[src/common/rst_src_defines.svh]
`ifndef RST_SRC_DEFINES_SVH
`define RST_SRC_DEFINES_SVH

// ----------------------------------------------------------------
// Register indices; the byte address is four times the index.
// ----------------------------------------------------------------
`define IDX_CAUSE_STATUS 8'h01
`define IDX_FILTER_CTRL 8'h04
`define IDX_FILTER_WIDTH 8'h05
`define IDX_IRQ_STATUS 8'h08
`define IDX_IRQ_MASK 8'h09

// ----------------------------------------------------------------
// Field positions.
// ----------------------------------------------------------------
`define BIT_STOP_ACK 5
`define BIT_DEBUGGER 3
`define BIT_SOFTWARE 2
`define BIT_LOCKUP 1
`define BIT_PIN_EVENT 6
`define BIT_STOP_SEL 2
`define RW_SEL_HI 1
`define RW_SEL_LO 0
`define WIDTH_SEL_HI 4

// ----------------------------------------------------------------
// Field codes and reset values.
// ----------------------------------------------------------------
`define RW_SEL_OFF 2'h0
`define RW_SEL_BUS 2'h1
`define RW_SEL_LPO 2'h2
`define CAUSE_RST 8'h00
`define CTRL_RST 3'h0
`define WIDTH_RST 5'h00
`define IRQ_RST 8'h00
`define CAUSE_MASK 8'h2e
`define IRQ_MASK_BITS 8'h6e
`define LPO_FILTER_COUNT 3
`define RESP_OKAY 2'h0
`define RESP_SLVERR 2'h2

`endif

[src/common/rst_src_pkg.sv]
package rst_src_pkg;

  typedef enum logic [2:0] {
    sel_cause,
    sel_ctrl,
    sel_width,
    sel_irq,
    sel_mask,
    sel_none
  } reg_sel_e;

endpackage

[src/hw/reset_source_status_and_pin_filter.sv]
`timescale 1ns/1ns
`include "rst_src_defines.svh"
module reset_source_status_and_pin_filter #(
  parameter int ADDR_W = 8,
  parameter int LPO_COUNT = `LPO_FILTER_COUNT
) (
  input wire logic i_clk_sys,
  input wire logic i_sys_rst,
  input wire logic i_chip_por,
  input wire logic i_low_voltage_detect,
  input wire logic i_very_low_leakage_stop_wakeup,
  input wire logic i_stop_ack_timeout,
  input wire logic i_debugger_reset_req,
  input wire logic i_core_system_reset_request,
  input wire logic i_core_lockup,
  input wire logic i_stop_mode,
  input wire logic i_reset_pin_n,
  input wire logic i_low_power_oscillator_clock,
  input wire logic [ADDR_W-1:0] i_awaddr,
  input wire logic i_awvalid,
  output logic o_awready,
  input wire logic [31:0] i_wdata,
  input wire logic [3:0] i_wstrb,
  input wire logic i_wvalid,
  output logic o_wready,
  output logic [1:0] o_bresp,
  output logic o_bvalid,
  input wire logic i_bready,
  input wire logic [ADDR_W-1:0] i_araddr,
  input wire logic i_arvalid,
  output logic o_arready,
  output logic [31:0] o_rdata,
  output logic [1:0] o_rresp,
  output logic o_rvalid,
  input wire logic i_rready,
  output logic o_pin_reset,
  output logic o_reset_req,
  output logic o_irq
);

  generate
    if (ADDR_W < 8 || LPO_COUNT < 1 || LPO_COUNT > 63) begin : g_bad
      $error("reset_source_status_and_pin_filter: bad parameter");
    end
  endgenerate

  // ----------------------------------------------------------------
  // Address decode.
  // ----------------------------------------------------------------
  function automatic rst_src_pkg::reg_sel_e reg_sel(
    input logic [ADDR_W-1:0] addr
  );
    logic [ADDR_W-1:0] idx;
    idx = addr >> 2;
    if (addr[1:0] != 2'h0) begin
      reg_sel = rst_src_pkg::sel_none;
    end else if (idx == ADDR_W'(`IDX_CAUSE_STATUS)) begin
      reg_sel = rst_src_pkg::sel_cause;
    end else if (idx == ADDR_W'(`IDX_FILTER_CTRL)) begin
      reg_sel = rst_src_pkg::sel_ctrl;
    end else if (idx == ADDR_W'(`IDX_FILTER_WIDTH)) begin
      reg_sel = rst_src_pkg::sel_width;
    end else if (idx == ADDR_W'(`IDX_IRQ_STATUS)) begin
      reg_sel = rst_src_pkg::sel_irq;
    end else if (idx == ADDR_W'(`IDX_IRQ_MASK)) begin
      reg_sel = rst_src_pkg::sel_mask;
    end else begin
      reg_sel = rst_src_pkg::sel_none;
    end
  endfunction

  logic [7:0] cause_status;
  logic [2:0] filter_ctrl;
  logic [4:0] filter_width;
  logic [7:0] irq_status;
  logic [7:0] irq_mask;
  logic aw_held;
  logic w_held;
  logic [ADDR_W-1:0] aw_addr;
  logic [31:0] w_data;
  logic [3:0] w_strb;

  // ----------------------------------------------------------------
  // Register bus slave.
  // ----------------------------------------------------------------
  // Address and data may arrive in either order; each is held until the
  // other one is there, so a write is done in one place only.
  wire aw_take = i_awvalid & o_awready;
  wire w_take = i_wvalid & o_wready;
  wire aw_have = aw_held | aw_take;
  wire w_have = w_held | w_take;
  wire do_write = aw_have & w_have;
  wire [ADDR_W-1:0] wr_addr = aw_held ? aw_addr : i_awaddr;
  wire [31:0] wr_data = w_held ? w_data : i_wdata;
  wire [3:0] wr_strb = w_held ? w_strb : i_wstrb;
  wire rst_src_pkg::reg_sel_e wr_sel = reg_sel(wr_addr);
  wire wr_lane0 = do_write & wr_strb[0];
  wire wr_ctrl = wr_lane0 & (wr_sel == rst_src_pkg::sel_ctrl);
  wire wr_width = wr_lane0 & (wr_sel == rst_src_pkg::sel_width);
  wire wr_mask = wr_lane0 & (wr_sel == rst_src_pkg::sel_mask);
  wire wr_bad = wr_sel == rst_src_pkg::sel_none;

  wire rd_take = i_arvalid & o_arready;
  wire rst_src_pkg::reg_sel_e rd_sel = reg_sel(i_araddr);
  wire rd_irq = rd_take & (rd_sel == rst_src_pkg::sel_irq);
  wire [7:0] rd_byte =
    (rd_sel == rst_src_pkg::sel_cause) ? cause_status :
    (rd_sel == rst_src_pkg::sel_ctrl) ? {5'h00, filter_ctrl} :
    (rd_sel == rst_src_pkg::sel_width) ? {3'h0, filter_width} :
    (rd_sel == rst_src_pkg::sel_irq) ? irq_status :
    (rd_sel == rst_src_pkg::sel_mask) ? irq_mask : 8'h00;

  assign o_awready = ~aw_held & ~o_bvalid;
  assign o_wready = ~w_held & ~o_bvalid;
  assign o_arready = ~o_rvalid;

  always_ff @(posedge i_clk_sys or posedge i_sys_rst) begin
    if (i_sys_rst) begin
      aw_held <= 1'b0;
      w_held <= 1'b0;
      aw_addr <= '0;
      w_data <= 32'h0000_0000;
      w_strb <= 4'h0;
      o_bvalid <= 1'b0;
      o_bresp <= `RESP_OKAY;
    end else begin
      aw_held <= aw_have & ~do_write;
      w_held <= w_have & ~do_write;
      if (aw_take) begin
        aw_addr <= i_awaddr;
      end
      if (w_take) begin
        w_data <= i_wdata;
        w_strb <= i_wstrb;
      end
      if (do_write) begin
        o_bvalid <= 1'b1;
        o_bresp <= wr_bad ? `RESP_SLVERR : `RESP_OKAY;
      end else if (i_bready) begin
        o_bvalid <= 1'b0;
      end
    end
  end

  always_ff @(posedge i_clk_sys or posedge i_sys_rst) begin
    if (i_sys_rst) begin
      o_rvalid <= 1'b0;
      o_rdata <= 32'h0000_0000;
      o_rresp <= `RESP_OKAY;
    end else if (rd_take) begin
      o_rvalid <= 1'b1;
      o_rdata <= {24'h00_0000, rd_byte};
      o_rresp <= (rd_sel == rst_src_pkg::sel_none) ?
        `RESP_SLVERR : `RESP_OKAY;
    end else if (i_rready) begin
      o_rvalid <= 1'b0;
    end
  end

  // ----------------------------------------------------------------
  // Power-on-only configuration.
  // ----------------------------------------------------------------
  // These survive system resets so that the pin filter keeps guarding
  // the device while it recovers from one.
  always_ff @(posedge i_clk_sys or posedge i_chip_por) begin
    if (i_chip_por) begin
      filter_ctrl <= `CTRL_RST;
      filter_width <= `WIDTH_RST;
    end else begin
      if (wr_ctrl) begin
        filter_ctrl <= wr_data[`BIT_STOP_SEL:0];
      end
      if (wr_width) begin
        filter_width <= wr_data[`WIDTH_SEL_HI:0];
      end
    end
  end

  // ----------------------------------------------------------------
  // Pin and oscillator synchronisers.
  // ----------------------------------------------------------------
  logic [2:0] pin_sync;
  logic [2:0] lpo_sync;
  logic pin_level_n;
  logic lpo_level;
  logic lpo_level_d;

  always_ff @(posedge i_clk_sys or posedge i_sys_rst) begin
    if (i_sys_rst) begin
      pin_sync <= 3'h7;
      lpo_sync <= 3'h0;
      pin_level_n <= 1'b1;
      lpo_level <= 1'b0;
      lpo_level_d <= 1'b0;
    end else begin
      pin_sync <= {pin_sync[1:0], i_reset_pin_n};
      lpo_sync <= {lpo_sync[1:0], i_low_power_oscillator_clock};
      if (pin_sync[1] == pin_sync[2]) begin
        pin_level_n <= pin_sync[2];
      end
      if (lpo_sync[1] == lpo_sync[2]) begin
        lpo_level <= lpo_sync[2];
      end
      lpo_level_d <= lpo_level;
    end
  end

  wire lpo_tick = lpo_level & ~lpo_level_d;

  // ----------------------------------------------------------------
  // Glitch filters.
  // ----------------------------------------------------------------
  logic [5:0] bus_cnt;
  logic bus_out_n;
  logic [5:0] lpo_cnt;
  logic lpo_out_n;

  wire [1:0] rw_sel = filter_ctrl[`RW_SEL_HI:`RW_SEL_LO];
  wire stop_sel = filter_ctrl[`BIT_STOP_SEL];
  wire bus_en = ~i_stop_mode & (rw_sel == `RW_SEL_BUS);
  wire lpo_en = i_stop_mode ? stop_sel : (rw_sel == `RW_SEL_LPO);
  wire [5:0] bus_limit = {1'b0, filter_width} + 6'h01;
  wire [5:0] lpo_limit = 6'(LPO_COUNT);
  // Code 11 falls through to the unfiltered path.
  wire filt_n = bus_en ? bus_out_n :
                lpo_en ? lpo_out_n : pin_level_n;

  always_ff @(posedge i_clk_sys or posedge i_sys_rst) begin
    if (i_sys_rst) begin
      bus_cnt <= 6'h00;
      bus_out_n <= 1'b1;
    end else if (!bus_en) begin
      bus_cnt <= 6'h00;
      bus_out_n <= 1'b1;
    end else if (pin_level_n == bus_out_n) begin
      bus_cnt <= 6'h00;
    end else if (bus_cnt == bus_limit - 6'h01) begin
      bus_cnt <= 6'h00;
      bus_out_n <= pin_level_n;
    end else begin
      bus_cnt <= bus_cnt + 6'h01;
    end
  end

  always_ff @(posedge i_clk_sys or posedge i_sys_rst) begin
    if (i_sys_rst) begin
      lpo_cnt <= 6'h00;
      lpo_out_n <= 1'b1;
    end else if (!lpo_en) begin
      lpo_cnt <= 6'h00;
      lpo_out_n <= 1'b1;
    end else if (pin_level_n == lpo_out_n) begin
      lpo_cnt <= 6'h00;
    end else if (lpo_tick) begin
      if (lpo_cnt == lpo_limit - 6'h01) begin
        lpo_cnt <= 6'h00;
        lpo_out_n <= pin_level_n;
      end else begin
        lpo_cnt <= lpo_cnt + 6'h01;
      end
    end
  end

  // ----------------------------------------------------------------
  // Reset cause capture.
  // ----------------------------------------------------------------
  // Status lives on the power-on reset so that the cause survives the
  // system reset it triggers. Software writes never reach it.
  logic pin_reset_d;
  wire pin_event = o_pin_reset & ~pin_reset_d;
  wire clear_cause = i_low_voltage_detect | i_very_low_leakage_stop_wakeup |
                     pin_event;
  wire any_src = i_stop_ack_timeout | i_debugger_reset_req |
                 i_core_system_reset_request | i_core_lockup;
  // When two sources coincide only one is recorded, lockup first.
  wire [7:0] next_cause =
    i_core_lockup ? 8'(1) << `BIT_LOCKUP :
    i_core_system_reset_request ? 8'(1) << `BIT_SOFTWARE :
    i_debugger_reset_req ? 8'(1) << `BIT_DEBUGGER :
    8'(1) << `BIT_STOP_ACK;

  always_ff @(posedge i_clk_sys or posedge i_chip_por) begin
    if (i_chip_por) begin
      cause_status <= `CAUSE_RST;
    end else if (clear_cause) begin
      cause_status <= `CAUSE_RST;
    end else if (any_src) begin
      cause_status <= next_cause & `CAUSE_MASK;
    end
  end

  // ----------------------------------------------------------------
  // Interrupts and reset request.
  // ----------------------------------------------------------------
  wire [7:0] irq_events = ((any_src ? next_cause : 8'h00) |
    (8'(pin_event) << `BIT_PIN_EVENT)) & `IRQ_MASK_BITS;
  // A source arriving during the clearing read is kept.
  wire [7:0] next_irq = (rd_irq ? 8'h00 : irq_status) | irq_events;

  always_ff @(posedge i_clk_sys or posedge i_sys_rst) begin
    if (i_sys_rst) begin
      irq_status <= `IRQ_RST;
      irq_mask <= `IRQ_RST;
      o_irq <= 1'b0;
      o_pin_reset <= 1'b0;
      pin_reset_d <= 1'b0;
      o_reset_req <= 1'b0;
    end else begin
      irq_status <= next_irq;
      if (wr_mask) begin
        irq_mask <= wr_data[7:0] & `IRQ_MASK_BITS;
      end
      o_irq <= |(next_irq & (wr_mask ? wr_data[7:0] : irq_mask));
      o_pin_reset <= ~filt_n;
      pin_reset_d <= o_pin_reset;
      o_reset_req <= any_src | ~filt_n;
    end
  end

endmodule

[config.mk]
export PLATFORM = sky130hd
export DESIGN_NAME = reset_source_status_and_pin_filter
export DESIGN_NICKNAME = d
export VERILOG_FILES = /design/src/common/rst_src_pkg.sv /design/src/hw/reset_source_status_and_pin_filter.sv
export VERILOG_INCLUDE_DIRS = /design/src /design/src/common
export SDC_FILE = /design/constraint.sdc
export NUM_CORES = 1
export LEC_CHECK = 0
export ABC_AREA = 1
export BUFFER_PORTS_ARGS = -buffer_cell sky130_fd_sc_hd__buf_2
export CAP_MARGIN = 20
export CORE_UTILIZATION = 37
export DETAILED_ROUTE_END_ITERATION = 6
export PLACE_DENSITY = 0.58
export SETUP_SLACK_MARGIN = 0.5
export SLEW_MARGIN = 20
export SYNTH_ARGS = -nofsm -noshare
export SYNTH_HDL_FRONTEND = slang
export SYNTH_SLANG_ARGS = --single-unit
[constraint.sdc]
create_clock -name i_clk_sys -period 2.8 [get_ports i_clk_sys]
set_input_delay 0.56 -clock i_clk_sys [delete_from_list [all_inputs] [get_ports i_clk_sys]]
set_output_delay 0.56 -clock i_clk_sys [all_outputs]
set_load 0.02 [all_outputs]
==> run metrics <==
status finished clean; CP arrival around 2.3 ns; 1st-pass router iterations 4; sequential share of power a little over two fifths; CTS tree built; Internal about 2400 uW; root buf cell clkbuf_16; Worst Tran Pin Value 0.7833 ns; core area ~11,000 sq um; setup TNS 0 ns; Mean Syn Cell Area 8.274 sq um; Post-Route WL 8846 microns; Final Util between 40% and 50%; Net Switching ~1300 uW; drt drc 0; crit path capture type flop; placed cells ~700; Max Clk Rate ~480 MHz; synth-to-layout area growth 16.03%; Switching Share roughly a third; I/O Buffers between 50 and 60; Final min period 2.102 ns; Remaining Overflow, GRT 0; clock buffer depth 2; # setup viols final 0; number of synthesized flops with an enable pin 0; initial antenna violation count 0; number of diodes 0; Post-synth ARST share 100.0%; Placer Congestion about 0.8; via count about 3,400; Gate power share 26.0%; CP Max Fanout 17; die area between 10,000 and 15,000 sq um; final worst-path cycle share roughly three quarters; R2R depth 10; TritonCTS buffer count 9; Clock Latency Late Sink 0.34 ns; Clock transition at path regs approximately 0.07 ns; leakage power roughly 0.0025 uW; mapped cell area 4253 sq um; Clk network pwr share approximately 31%; DIE WIDTH 109.2 microns; Peak VDD IR roughly 0.00043 V; standard-cell rows 38; CTS H-tree depth 3; Ys Warns 0; Yosys reg bits between 80 and 90; first-pass GRT wire length approximately 15,000 microns; DRT iter0 DRCs 190; vias per std cell ~4.7; post-DP HPWL 6686 microns; worst r2r src w_held; final max-slew violation count 0; setup slack, reg-to-reg between 0.6 and 0.7 ns; overall routing resource usage approximately 16%; maxcap violations 0; Routed Antenna Nets 0; pin count of the biggest net entering global routing 39; clock sink count 83; NumNets Final 655; clock skew roughly 0.011 ns; Post-Layout Cell Count between 700 and 800; vias in the first global route 3,202; Hold Buf Count CTS 0; Wirelength per Cell about 12 microns; Pwr per Cell Area 743.4 nW/um^2; layout cells sized above 1 around a fifth; io pins between 100 and 150; register area share after synthesis 49.01%; critical path type reg -> reg; Worst slew margin 47.67%; RSZ-0062 raised after global routing true; Netlist cell types 45; synthesized instance count 514; Required @ worst endpoint about 3 ns; crit start category flop; hold crit path type in -> async; CTS resizes 0; initial core utilization between 30% and 40%; RR Endpoint o_irq; dominant synthesized flop cell dfrtp_1; setup bufs post-CTS 0; die height 109.2 microns; final hold viol count 0
[Yosys cell counts (3+ instances only)]
| master | count | share of area (%) |
|---|---|---|
| o211ai_1 | 4 | 0.71 |
| a21oi_1 | 20 | 2.4 |
| dfstp_2 | 6 | 3.7 |
| nor3_1 | 5 | 0.59 |
| buf_4 | 27 | 4.8 |
| dfrtp_1 | 77 | 45 |
| nand4_1 | 4 | 0.59 |
| o21ai_2 | 4 | 0.82 |
| nor2_2 | 3 | 0.44 |
| nand2_2 | 9 | 1.3 |
| mux2_2 | 3 | 0.79 |
| o21ai_0 | 42 | 4.9 |
| and2_1 | 5 | 0.74 |
| xor2_1 | 7 | 1.4 |
| clkbuf_1 | 3 | 0.26 |
| xnor2_1 | 3 | 0.62 |
| ha_1 | 3 | 0.88 |
| nand3_1 | 29 | 3.4 |
| nor2_1 | 43 | 3.8 |
| nand2_1 | 123 | 11 |
| inv_1 | 65 | 5.7 |
[state kept, by name, indices dropped and copies added, names as in the netlist, 3 cells and up]
name	cells
aw_addr	8
irq_status	8
o_rdata	8
w_data	8
bus_cnt	6
lpo_cnt	6
filter_width	5
irq_mask	5
cause_status	4
filter_ctrl	3
lpo_sync	3
pin_sync	3
[kinds of logic after synthesis]
group           Yosys count  share of synthesized area (%)
simple gates            232                          24.04
buf+inv                  99                          11.33
flops                    83                          49.01
compound gates           80                          11.09
xor+xnor                 10                          2.060
fa+ha+maj                 5                          1.353
mux                       4                          1.030
other cells               1                        0.08818
[cell usage in the layout, fill, tap and decap left out, types with 6 or more instances in the layout]
| master | count |
|---|---|
| xor2_1 | 7 |
| nand2_2 | 9 |
| a21oi_1 | 19 |
| nand3_1 | 29 |
| clkbuf_16 | 9 |
| nand2_1 | 123 |
| buf_2 | 59 |
| o21ai_0 | 42 |
| nor2_1 | 43 |
| dfstp_2 | 6 |
| conb_1 | 26 |
| dfrtp_1 | 76 |
| inv_1 | 64 |
[cell type report]
type,count,area (sq um)
Clock buffer,9,225.2
Fill cell,1113,6096
Sequential cell,83,2086
Clock inverter,7,56.30
Multi-Input combinational cell,357,1784
Tap cell,140,175.2
Inverter,67,255.2
Timing Repair Buffer,65,352.8
[worst max-delay path: stages (launching register included)]
cell	delay, ns
dfrtp_1	0.50
nor2_1	0.20
nand2_2	0.22
a21oi_2	0.25
nand2_1	0.13
nor2_4	0.20
nand3_1	0.13
nand3_1	0.11
nand2_1	0.05
nor2_1	0.12
nand2_1	0.07
[power by group through the flow]
stage / clock network, uW / registers, uW / logic (uW)
CTS: 1150 / 1600 / 959
detailed placement: 0 / 1620 / 956
floorplan: 0 / 1600 / 732
finish: 1120 / 1600 / 952
global placement: 0 / 1610 / 934
global route: 1200 / 1630 / 1100
[worst max-delay path by stage]
stage / slack [ns] / startpoint / to / depth (start not counted)
global placement: 0.61 / i_araddr[5] / o_irq / 11
detailed placement: 0.55 / aw_held / filter_ctrl[2] / 10
floorplan: 0.69 / o_bvalid / filter_ctrl[1] / 7
global route: 0.45 / w_held / o_irq / 10
CTS: 0.53 / aw_held / filter_ctrl[2] / 10
finish: 0.70 / w_held / o_irq / 10
[per-layer routing]
layer	GRT usage, %	share of wire, %	vias to the layer above
met5	0	0	-
met4	6.000	1.2	0
met1	23.02	50	1565
li1	-	-	1725
met2	24.93	44	88
met3	2.690	4.7	10
[per-stage QoR]
step                hold slack [ns]  worst slack [ns]  total power [uW]  area, sq um
finish                       0.2315            0.6976              3668         4935
global route                 0.2688            0.4496              3927         4935
detailed placement           0.3482            0.5530              2574         4648
floorplan                    0.3312            0.6928              2330         4350
global placement             0.3464            0.6101              2541         4648
CTS                          0.2463            0.5315              3707         4930
Power figures use the tool's default switching activity.
